[src/dmai_pkg.sv]
// shared constants, register map and types of the dma channel interrupt request block
package dmai_pkg;

   // ****************************************************************
   // sizes
   // ****************************************************************
   localparam int NUM_CHAN = 8;   // channels 0 through 7
   localparam int CNT_W = 16;     // transfer count width
   localparam int ADDR_W = 8;     // apb byte address width
   localparam int DATA_W = 32;    // apb data width

   // ****************************************************************
   // register map: one 16-byte slot per channel, status word above
   // ****************************************************************
   localparam int CHAN_LSB = 4;   // channel index sits in paddr[6:4]
   localparam int CHAN_W = 3;     // bits of channel index
   localparam int REG_LSB = 2;    // register index sits in paddr[3:2]
   localparam int REG_W = 2;      // bits of register index
   localparam logic [REG_W-1:0] REG_CTRL = 2'h0;    // channel_control_reg
   localparam logic [REG_W-1:0] REG_COUNT = 2'h1;   // programmed count
   localparam logic [REG_W-1:0] REG_REMAIN = 2'h2;  // remaining count, read only
   localparam logic [ADDR_W-1:0] STATUS_ADDR = 8'h80;  // request summary, read only
   localparam logic [1:0] ALIGN_ZERO = 2'h0;        // word alignment of paddr[1:0]

   // ****************************************************************
   // channel_control_reg fields
   // ****************************************************************
   localparam int BIT_START = 0;       // write 1 starts, 0 stops; reads busy
   localparam int BIT_END_FLAG = 1;    // end_flag, write 0 clears
   localparam int BIT_END_IE = 2;      // end_irq_enable
   localparam int BIT_HALF_IE = 3;     // half_irq_enable
   localparam int BIT_HALF_FLAG = 4;   // half_flag, write 0 clears
   localparam int STAT_HALF_LSB = 8;   // status: half requests in [15:8]

   // field order matches the bit positions above, msb first
   typedef struct packed {
      logic half_flag;
      logic half_irq_enable;
      logic end_irq_enable;
      logic end_flag;
      logic start;
   } dmai_ctrl_type;

   localparam dmai_ctrl_type CTRL_RESET = 5'h00;    // all clear after reset
   localparam logic [CNT_W-1:0] COUNT_RESET = 16'h0000;
   localparam logic [DATA_W-1:0] RDATA_ZERO = 32'h00000000;

   // highest pending source inside one channel
   typedef enum logic [1:0] {
      SRC_NONE = 2'h0,
      SRC_END = 2'h1,
      SRC_HALF = 2'h2
   } dmai_src_type;

   // counter states, one-hot
   typedef enum logic [1:0] {
      ST_IDLE = 2'b01,
      ST_RUN = 2'b10
   } dmai_state_type;

   // one apb request as seen by the slave
   typedef struct packed {
      logic sel;
      logic enable;
      logic write;
      logic [ADDR_W-1:0] addr;
      logic [DATA_W-1:0] wdata;
   } dmai_apb_req_type;

endpackage : dmai_pkg

[src/dmai_irq_top.sv]
// dma channel interrupt request logic with its apb register file
//
// Overview of operation
// RULE_01: each of eight channels has two sources
// RULE_02: end request equals end flag and enable
// RULE_03: half request equals half flag and enable
// RULE_04: writing a flag to zero withdraws request
// RULE_05: every request has its own output line
// RULE_06: end source outranks half source per channel
// RULE_07: interrupt controller ranks channels by programming
// RULE_08: half flag at half count, end at full
`timescale 1ns/1ps
`default_nettype none
module dmai_irq_top
   import dmai_pkg::*;
(
   input wire logic I_CLOCK,
   input wire logic I_RST,
   // apb slave
   input wire logic I_PSEL,
   input wire logic I_PENABLE,
   input wire logic I_PWRITE,
   input wire logic [ADDR_W-1:0] I_PADDR,
   input wire logic [DATA_W-1:0] I_PWDATA,
   output logic [DATA_W-1:0] O_PRDATA,
   output logic O_PREADY,
   output logic O_PSLVERR,
   // transfer engine: one pulse per unit moved on each channel
   input wire logic [NUM_CHAN-1:0] I_XFER_STEP,
   // engine side view of each channel
   output logic [NUM_CHAN-1:0] O_CHAN_BUSY,
   // to the interrupt controller
   output logic [NUM_CHAN-1:0] O_END_REQ,
   output logic [NUM_CHAN-1:0] O_HALF_REQ,
   output logic [2*NUM_CHAN-1:0] O_CHAN_TOP_SRC
);

   // ****************************************************************
   // bus decode
   // ****************************************************************
   dmai_apb_req_type req;              // the bus request as one carrier
   logic [CHAN_W-1:0] chan_sel;        // addressed channel
   logic [REG_W-1:0] reg_sel;          // addressed register in the slot
   logic is_status;                    // status word addressed
   logic is_chan;                      // a channel register addressed
   logic addr_ok;                      // address is mapped
   logic setup_phase;                  // first cycle of a transfer
   logic access_phase;                 // completing cycle of a transfer
   logic wr_en;                        // write takes effect at this edge

   assign req.sel = I_PSEL;
   assign req.enable = I_PENABLE;
   assign req.write = I_PWRITE;
   assign req.addr = I_PADDR;
   assign req.wdata = I_PWDATA;

   assign chan_sel = req.addr[CHAN_LSB +: CHAN_W];
   assign reg_sel = req.addr[REG_LSB +: REG_W];
   assign is_status = (req.addr == STATUS_ADDR);
   // slot word 3 is a hole, and unaligned addresses are not mapped
   assign is_chan = (req.addr < STATUS_ADDR) && (reg_sel != 2'h3)
                    && (req.addr[1:0] == ALIGN_ZERO);
   assign addr_ok = is_status || is_chan;
   assign setup_phase = req.sel && !req.enable;
   assign access_phase = req.sel && req.enable;
   // unmapped writes are dropped and answered with an error
   assign wr_en = access_phase && req.write && addr_ok;

   // no wait states: every access completes in its first access cycle
   assign O_PREADY = 1'b1;
   assign O_PSLVERR = access_phase && !addr_ok;

   // ****************************************************************
   // per-channel state
   // ****************************************************************
   logic [NUM_CHAN-1:0][4:0] ctrl_v;          // control words, flattened
   logic [NUM_CHAN-1:0][CNT_W-1:0] count_v;   // programmed counts
   logic [NUM_CHAN-1:0][CNT_W-1:0] remain_v;  // remaining counts
   logic [NUM_CHAN-1:0] busy_v;               // counting channels
   logic [NUM_CHAN-1:0] next_end_req;         // end request about to be
   logic [NUM_CHAN-1:0] next_half_req;        // half request about to be
   logic [NUM_CHAN-1:0][1:0] top_src;         // ranked source per channel

   for (genvar ch = 0; ch < NUM_CHAN; ch++) begin : g_chan
      dmai_ctrl_type ctrl, next_ctrl;         // flags and enables
      logic [CNT_W-1:0] count, next_count;    // programmed count
      logic ctrl_wr;                          // this channel's control written
      logic count_wr;                         // this channel's count written
      logic start;                            // start pulse to the counter
      logic stop;                             // abort pulse to the counter
      logic half_hit;                         // counter reached half
      logic end_hit;                          // counter reached the end

      assign ctrl_wr = wr_en && is_chan && (chan_sel == CHAN_W'(ch))
                       && (reg_sel == REG_CTRL);
      assign count_wr = wr_en && is_chan && (chan_sel == CHAN_W'(ch))
                        && (reg_sel == REG_COUNT);
      assign start = ctrl_wr && req.wdata[BIT_START];
      // start bit reads back as busy, so a read-modify-write that only
      // clears a flag keeps a running channel going
      assign stop = ctrl_wr && !req.wdata[BIT_START];

      // transfer counter of this channel
      dmai_chan_count u_count (
         .i_clock(I_CLOCK),
         .i_rst(I_RST),
         .i_start(start),
         .i_stop(stop),
         .i_count(count),
         .i_step(I_XFER_STEP[ch]),
         .o_busy(busy_v[ch]),
         .o_remain(remain_v[ch]),
         .o_half_hit(half_hit),
         .o_end_hit(end_hit)
      );

      // next flags, enables and count
      always_comb begin
         next_ctrl = ctrl;
         next_count = count;
         if (ctrl_wr) begin
            next_ctrl.end_irq_enable = req.wdata[BIT_END_IE];
            next_ctrl.half_irq_enable = req.wdata[BIT_HALF_IE];
            // flags only clear by writing zero; writing one leaves them
            if (!req.wdata[BIT_END_FLAG]) begin
               next_ctrl.end_flag = 1'b0;     // [RULE_04]
            end
            if (!req.wdata[BIT_HALF_FLAG]) begin
               next_ctrl.half_flag = 1'b0;    // [RULE_04]
            end
         end
         if (count_wr) begin
            next_count = req.wdata[CNT_W-1:0];
         end
         // hardware set comes last so an event in the clearing cycle wins
         if (end_hit) begin
            next_ctrl.end_flag = 1'b1;        // [RULE_08]
         end
         if (half_hit) begin
            next_ctrl.half_flag = 1'b1;       // [RULE_08]
         end
         next_ctrl.start = 1'b0;              // start lives in the counter
      end

      // requests follow the flags on the same edge, so a cleared flag
      // and its withdrawn request show together
      assign next_end_req[ch] = next_ctrl.end_flag && next_ctrl.end_irq_enable;     // [RULE_02]
      assign next_half_req[ch] = next_ctrl.half_flag && next_ctrl.half_irq_enable;  // [RULE_03]

      // register flags, enables and count
      always_ff @(posedge I_CLOCK) begin
         if (I_RST) begin
            ctrl <= CTRL_RESET;
            count <= COUNT_RESET;
         end else begin
            ctrl <= next_ctrl;
            count <= next_count;
         end
      end

      assign ctrl_v[ch] = ctrl;
      assign count_v[ch] = count;
   end

   // ****************************************************************
   // request outputs
   // ****************************************************************
   dmai_src_rank u_rank (
      .i_end_req(next_end_req),
      .i_half_req(next_half_req),
      .o_top_src(top_src)
   );

   logic [NUM_CHAN-1:0] end_req, half_req;   // registered requests
   logic [2*NUM_CHAN-1:0] top_src_q;          // registered ranking

   // requests leave from flops, each on its own line
   always_ff @(posedge I_CLOCK) begin
      if (I_RST) begin
         end_req <= '0;
         half_req <= '0;
         top_src_q <= '0;
      end else begin
         end_req <= next_end_req;             // [RULE_01] [RULE_05]
         half_req <= next_half_req;           // [RULE_01] [RULE_05]
         top_src_q <= top_src;                // [RULE_06]
      end
   end

   // no merging: the interrupt controller ranks channels itself [RULE_07]
   assign O_END_REQ = end_req;
   assign O_HALF_REQ = half_req;
   assign O_CHAN_TOP_SRC = top_src_q;
   assign O_CHAN_BUSY = busy_v;

   // ****************************************************************
   // read data
   // ****************************************************************
   logic [DATA_W-1:0] rdata, next_rdata;     // read data register
   logic [4:0] ctrl_rd;                       // control word as read

   // read data is caught in the setup cycle and shown in the access cycle;
   // a flag that sets in between shows on the next read
   always_comb begin
      next_rdata = rdata;
      ctrl_rd = ctrl_v[chan_sel];
      ctrl_rd[BIT_START] = busy_v[chan_sel];
      if (setup_phase) begin
         next_rdata = RDATA_ZERO;             // unmapped and reserved read zero
         if (is_status) begin
            next_rdata[NUM_CHAN-1:0] = end_req;
            next_rdata[STAT_HALF_LSB +: NUM_CHAN] = half_req;
         end else if (is_chan) begin
            unique case (reg_sel)
               REG_CTRL: next_rdata[4:0] = ctrl_rd;
               REG_COUNT: next_rdata[CNT_W-1:0] = count_v[chan_sel];
               REG_REMAIN: next_rdata[CNT_W-1:0] = remain_v[chan_sel];
               default: next_rdata = RDATA_ZERO;
            endcase
         end
      end
   end

   // register read data
   always_ff @(posedge I_CLOCK) begin
      if (I_RST) begin
         rdata <= RDATA_ZERO;
      end else begin
         rdata <= next_rdata;
      end
   end

   assign O_PRDATA = rdata;

endmodule : dmai_irq_top
`default_nettype wire

[src/dmai_chan_count.sv]
// per-channel transfer counter that reports half and full completion
`timescale 1ns/1ps
`default_nettype none
module dmai_chan_count
   import dmai_pkg::*;
(
   input wire logic i_clock,
   input wire logic i_rst,
   input wire logic i_start,               // one-cycle start request
   input wire logic i_stop,                // one-cycle abort request
   input wire logic [CNT_W-1:0] i_count,   // units to transfer
   input wire logic i_step,                // one unit moved by the engine
   output logic o_busy,                    // counting
   output logic [CNT_W-1:0] o_remain,      // units still to go
   output logic o_half_hit,                // pulse: half of the count done
   output logic o_end_hit                  // pulse: whole count done
);

   // ****************************************************************
   // counter state
   // ****************************************************************
   dmai_state_type state, next_state;
   logic [CNT_W-1:0] remain, next_remain;
   logic [CNT_W-1:0] half_mark, next_half_mark;   // remaining value at half point
   logic half_hit, next_half_hit;
   logic end_hit, next_end_hit;
   logic [CNT_W-1:0] dec_remain;                  // remaining after one step

   // next values; a count of zero is refused and the channel stays idle
   always_comb begin
      next_state = state;
      next_remain = remain;
      next_half_mark = half_mark;
      next_half_hit = 1'b0;
      next_end_hit = 1'b0;
      dec_remain = remain - 16'h0001;
      unique case (state)
         ST_IDLE: begin
            if (i_start && (i_count != COUNT_RESET)) begin
               next_state = ST_RUN;
               next_remain = i_count;
               next_half_mark = i_count >> 1;   // odd counts: half lands after the middle
            end
         end
         ST_RUN: begin
            if (i_stop) begin
               next_state = ST_IDLE;            // abort sets no flag
            end else if (i_step) begin
               next_remain = dec_remain;
               // a count of one reaches half and end on the same step
               if (dec_remain == half_mark) begin
                  next_half_hit = 1'b1;         // [RULE_08]
               end
               if (dec_remain == COUNT_RESET) begin
                  next_end_hit = 1'b1;          // [RULE_08]
                  next_state = ST_IDLE;
               end
            end
         end
      endcase
   end

   // register the counter
   always_ff @(posedge i_clock) begin
      if (i_rst) begin
         state <= ST_IDLE;
         remain <= COUNT_RESET;
         half_mark <= COUNT_RESET;
         half_hit <= 1'b0;
         end_hit <= 1'b0;
      end else begin
         state <= next_state;
         remain <= next_remain;
         half_mark <= next_half_mark;
         half_hit <= next_half_hit;
         end_hit <= next_end_hit;
      end
   end

   assign o_busy = (state == ST_RUN);
   assign o_remain = remain;
   assign o_half_hit = half_hit;
   assign o_end_hit = end_hit;

endmodule : dmai_chan_count
`default_nettype wire

[src/dmai_src_rank.sv]
// fixed ranking of the two request sources inside each channel
`timescale 1ns/1ps
`default_nettype none
module dmai_src_rank
   import dmai_pkg::*;
(
   input wire logic [NUM_CHAN-1:0] i_end_req,      // transfer end requests
   input wire logic [NUM_CHAN-1:0] i_half_req,     // half end requests
   output logic [NUM_CHAN-1:0][1:0] o_top_src      // dmai_src_type per channel
);

   // ****************************************************************
   // per-channel ranking
   // ****************************************************************
   // channels are not ranked against each other here; that is left to the
   // interrupt controller, which holds its own programmable priorities
   for (genvar ch = 0; ch < NUM_CHAN; ch++) begin : g_rank
      always_comb begin
         if (i_end_req[ch]) begin
            o_top_src[ch] = SRC_END;    // end outranks half [RULE_06]
         end else if (i_half_req[ch]) begin
            o_top_src[ch] = SRC_HALF;   // [RULE_06]
         end else begin
            o_top_src[ch] = SRC_NONE;
         end
      end
   end

endmodule : dmai_src_rank
`default_nettype wire

[config.mk]
export PLATFORM = sky130hd
export DESIGN_NAME = dmai_irq_top
export DESIGN_NICKNAME = d
export VERILOG_FILES = /design/src/dmai_pkg.sv /design/src/dmai_irq_top.sv /design/src/dmai_chan_count.sv /design/src/dmai_src_rank.sv
export SDC_FILE = /design/constraint.sdc
export NUM_CORES = 1
export LEC_CHECK = 0
export ABC_AREA = 1
export BUFFER_PORTS_ARGS = -buffer_cell sky130_fd_sc_hd__buf_4
export CAP_MARGIN = 20
export CORE_MARGIN = 5
export CORE_UTILIZATION = 40
export DETAILED_ROUTE_END_ITERATION = 8
export PLACE_DENSITY_LB_ADDON = 0.3
export SYNTH_ARGS = -nofsm -noshare
export SYNTH_HDL_FRONTEND = slang
export SYNTH_HIERARCHICAL = 1
export SYNTH_SLANG_ARGS = --single-unit
[constraint.sdc]
create_clock -name I_CLOCK -period 2.95 [get_ports I_CLOCK]
set_clock_uncertainty 0.2 [all_clocks]
set_input_delay 0.59 -clock I_CLOCK [delete_from_list [all_inputs] [get_ports I_CLOCK]]
set_output_delay 0.59 -clock I_CLOCK [all_outputs]
set_load 0.01 [all_outputs]
==> Word-level counts from Yosys, hierarchy flattened <==
Cells that the tools add are included.
{ "op_classes": {"reduce_logical": 135, "order_cmp": 2, "mux": 157, "add_sub_neg": 8, "n_bitwise": 16, "n_eq_ne": 75} }
{ "op_table": {"columns": ["operator", "n"], "rows": [
  ["$mux 16", 29],
  ["$pmux 16 s2", 8],
  ["$eq 16x15->1", 8],
  ["$logic_not 16->1", 8],
  ["$reduce_bool 16->1", 8],
  ["$sub 16x1->16 const B", 8],
  ["$bmux 16 s3", 2],
  ["$mux 2", 40],
  ["$logic_and 1x1->1", 72],
  ["$mux 1", 57],
  ["$ne 3x3->1 const B", 16],
  ["$reduce_and 3->1", 16],
  ["$ne 2x2->1 const B", 17],
  ["$mux 4", 8],
  ["$pmux 2 s2", 8],
  ["$reduce_or 4->1", 8],
  ["$pmux 11 s2", 1],
  ["$eq 2x1->1 const B", 9],
  ["$eq 2x2->1 const B", 9],
  ["$ne 2x1->1 const B", 8],
  ["$not 1->1", 16],
  ["$reduce_and 2->1", 8],
  ["$reduce_or 2->1", 8],
  ["$bmux 5 s3", 1],
  ["13 further kinds", 20]
]} }
{ "totals": {"word_cells": 493, "regBits": 512, "out_inout_bits": 74} }

==> Longest topological paths before layout <==
{ "depth": {"depth_word": 13, "mapped_depth": 17} }

==> By module <==
Netlist, hierarchy kept.
{ "by_module_without_submodules": {"columns": ["module", "cells_each", "instances", "seq_area_each_um2", "area_each_um2"], "rows": [
  ["dmai_chan_count", 345, 8, 700.7, 2138.3],
  ["dmai_irq_top", 1672, 1, 4164.0, 10699.0],
  ["dmai_src_rank", 24, 1, 0.0, 140.1]
]} }

==> Least setup slack after synthesis <==
No wires, ideal clock.
{ "synth_path": {"path_type": "input port to flip-flop", "startpoint": "in I_PADDR[2]", "endpoint": "reg g_chan[1].u_count.remain[8]", "stages": 15, "setup_time_ps": 116, "setup_slack_ps": 354, "path_buffers": 2, "arrival_time_ps": 2280, "required_time_ps": 2634, "cell_sequence": "ha_1 nor2_1 nand2_1 clkinv_2 nand2_4 nor2_8 buf_12 nand3_4 nor2_1 o21ai_0 nand2_2 inv_1 buf_2 nor2_1 nor2_1"} }
{ "synth_lines": {"columns": ["element", "line_no", "text"], "rows": [
  ["start, declared", "dmai_irq_top.sv:23", "input wire logic [ADDR_W-1:0] I_PADDR,"],
  ["$lt 8x8->1 / $ne 2x2->1 (equally long branches)", "dmai_irq_top.sv:61", "assign is_chan = (req.addr < STATUS_ADDR) && (reg_sel != 2'h3)"],
  ["$logic_and 1x1->1", "dmai_irq_top.sv:61", null],
  ["$logic_and 1x1->1", "dmai_irq_top.sv:62", "&& (req.addr[1:0] == ALIGN_ZERO);"],
  ["$logic_or 1x1->1", "dmai_irq_top.sv:63", "assign addr_ok = is_status || is_chan;"],
  ["$logic_and 1x1->1", "dmai_irq_top.sv:67", "assign wr_en = access_phase && req.write && addr_ok;"],
  ["$logic_and 1x1->1 (2 in series)", "dmai_irq_top.sv:94", "assign ctrl_wr = wr_en && is_chan && (chan_sel == CHAN_W'(ch))"],
  ["$logic_and 1x1->1 (*)", "dmai_irq_top.sv:95", "&& (reg_sel == REG_CTRL);"],
  ["$logic_and 1x1->1 (*)", "dmai_irq_top.sv:101", "assign stop = ctrl_wr && !req.wdata[BIT_START];"],
  ["named net g_chan[1].stop", "dmai_irq_top.sv:90", "logic stop;"],
  ["$ne 2x2->1 (no source line) (*)", null, null],
  ["$reduce_and 3->1 (no source line) (*)", null, null],
  ["end signal, assigned", "dmai_chan_count.sv:73", "remain <= next_remain;"],
  ["end, declared", "dmai_chan_count.sv:23", "logic [CNT_W-1:0] remain, next_remain;"]
]} }
The timed path passes the listed nets; every way through them passes the cells marked *.
A chain may end at the register's enable or synchronous reset.

==> Worst setup path after layout <==
{ "layout_path": {"startpoint": "reg g_chan[7].u_count.remain[0]", "endpoint": "reg g_chan[7].u_count.state[1]"} }
{ "layout_via": {"elab_chain_len": 4} }
{ "layout_lines": {"columns": ["element", "line_no", "text"], "rows": [
  ["start, declared", "dmai_chan_count.sv:23", null],
  ["start signal, assigned", "dmai_chan_count.sv:73", null],
  ["$sub 16x1->16", "dmai_chan_count.sv:36", "dec_remain = remain - 16'h0001;"],
  ["$logic_not 16->1", "dmai_chan_count.sv:54", "if (dec_remain == COUNT_RESET) begin"],
  ["$ne 3x3->1 (no source line)", null, null],
  ["$reduce_and 3->1 (no source line)", null, null],
  ["end signal, assigned", "dmai_chan_count.sv:72", "state <= next_state;"],
  ["end, declared", "dmai_chan_count.sv:22", "dmai_state_type state, next_state;"]
]} }
No other way between the ends.

==> run metrics <==
buffers inserted by post-CTS timing repair=0; count leader, synth=nand2_1; CTS tree=yes; Initial DRC Count=2876; sequential share of the synthesized area=0.350; GRT Total Usage=0.265; Worst setup SP type=register; Final setup viols=0; Final Slew Violations=0; Worst EP arrival=2880 ps; critical path's slowest cell=dfxtp_1; Rows=97; htree depth=2; via-per-instance ratio=5.28; Avg WL per Cell=18.6 um; share of cells above drive strength 1=0.0962; highest clock rate=385 MHz; Power, Total=22200 uW; DRT Pass-1 Iters=6; largest net degree at the start of global routing=77; die height=274 um; Post-Synthesis Cells=4456; Max IR drop VDD=448 uV; drt drc=0; DR vias=29100; hold slack=60.7 ps; unique cell type count in the Yosys netlist=39; Critical Path RT=3240 ps; Synth Register Bits=488; Max-Cap Viols=0; antenna-violating nets left=0; die width=274 um; Inst Count DP=5404; Clock Path Buffers=3; Total Wirelength=103000 um; total CTS buffers=55; RSZ-0062 raised after global routing=false; I/O pin total=127; GRT overflow=0; Clock Pin Slew Worst Setup and Hold Paths=60 ps; number of global-route vias before repair=26300; Worst Tran Pin Value=701 ps; clk root buf=clkbuf_16; crit end category=register; dpl hpwl=77500 um; first-pass GRT wire length=156000 um; Yosys top cell by area=dfxtp_1; pwr dens=697 nW/um^2; Final GP Congestion=1.01; Main synth FF type=dfxtp_1; Hold Path Class=in -> reg; synth cell count leaders=nand2_1, inv_1, nor2_1, dfxtp_1, a21oi_1; Post-CTS Resized=0; CP max stage delay=450 ps; Slew HR=0.532; nets=4594; CP max FO=7; Final Critical Period=2600 ps; critical path type=reg -> reg; leakage power=0.0135 uW; Mapped Area=27900 sq um; cell chain of the critical path=inv_1 > ha_1 > xnor2_1 > nand2_1 > nor2_1 > nand3_1 > nor2_1 > nand3_1 > nor2_1 > nand2_1 > nand2_1 > a21oi_1; Buffers on Ports=93; status=complete, no violations; Synth top area share=0.350; Final Cycle Share=0.881; number of synthesized flops with an enable pin=0; Synth warnings=6; DIE AREA=75200 sq um; fin cells=5506; core area=69700 sq um; area delta synth->final=13.9%; Post-synth ARST share=0; Fin. Hold Viols=0; Area contributors post-synth=dfxtp_1, nand2_1, a21oi_1; Clock Sinks=488; mean post-synth cell area=6.27 sq um; hold_buf cts=0; initial core utilization=0.401; antenna violations before repair=2; Clock Latency Late Sink=630 ps
-- area by class of cell --
class | instances | area, sq um
fillers | 7406 | 37800
inverters | 557 | 2090
flip-flops and latches | 488 | 9770
multi-input cells | 3195 | 15000
well taps | 940 | 1180
clock buffers | 77 | 1620
clock inverters | 24 | 332
repair buffers | 224 | 1830
diodes | 1 | 2.50
-- worst paths after layout --
kind	from	end	slack (ps)	cells past startpoint
worst max-delay path	g_chan[7].u_count/o_remain[0]	g_chan[7].u_count/state[1]	350	12
worst min-delay path	I_XFER_STEP[0]	g_chan[0].u_count/state[1]	60	4
worst max register to register	g_chan[7].u_count/o_remain[0]	g_chan[7].u_count/state[1]	350	12
worst min register to register	g_chan[2].u_count/half_mark[2]	g_chan[2].u_count/half_mark[2]	260	2
-- per-stage QoR --
step                area (sq um)  setup TNS (ps)  utilization  setup slack, ps
floorplan                  28000               0            -              354
global placement           29900            -624        0.429             -109
detailed placement         29900            -883        0.429            -80.0
CTS                        31800               0        0.457              396
global route               31800               0        0.457              215
finish                     31800               0        0.457              352
-- layer usage --
| metal | vias up | routed length, um | GRT usage | share of wire |
|---|---|---|---|---|
| met2 | 1173 | 45800 | 0.419 | 0.45 |
| li1 | 14300 | - | - | - |
| met3 | 216 | 8340 | 0.0394 | 0.081 |
| met4 | 2 | 4140 | 0.100 | 0.040 |
| met5 | - | 15 | 0 | 0.00015 |
| met1 | 13300 | 44300 | 0.365 | 0.43 |
-- worst max-delay path: cells and delay by family (launching register included) --
kind / cells / cell delay (ps)
fa+ha+maj: 1 / 350
simple gates: 8 / 930
xor+xnor: 1 / 330
buf+inv: 1 / 160
flops: 1 / 450
compound gates: 1 / 60
-- layout by cell type, fill, tap and decap left out, types with 24 or more instances in the layout --
cell,synthesis,routed
xor2_1,72,72
nand3_1,225,225
nor4_1,40,40
o21ai_0,414,414
dfxtp_1,488,488
inv_1,543,541
a21oi_1,476,476
nand2_1,1129,1129
buf_4,38,212
nand3b_1,32,32
nand2_2,48,48
nor2_4,25,25
clkbuf_16,0,56
nor2_1,521,521
o22ai_1,24,24
nand4_1,54,54
-- report_power, final --
group          internal, uW  switching (uW)
registers              6860             486
clock network          4440            2960
logic                  2460            4990
-- flip-flops by register name, summed over array words and instances (netlist names), 16 cells and up --
register and flops:
g_chan.count 128, g_chan.u_count/state 16, O_CHAN_TOP_SRC 16, O_PRDATA 16, ctrl_v 32, g_chan.u_count/o_remain 128
g_chan.u_count/half_mark 120
-- cells by family after synthesis --
family | count (synthesis) | synth area share
adder cells (fa/ha/maj) | 20 | 0.00895
flip-flops | 488 | 0.350
other | 2 | 0.000269
XOR/XNOR | 80 | 0.0251
AO/OA/AOI/OAI | 952 | 0.173
AND/OR/NAND/NOR | 2126 | 0.327
buffers and inverters | 788 | 0.116
(Power assumes the default switching activity.)
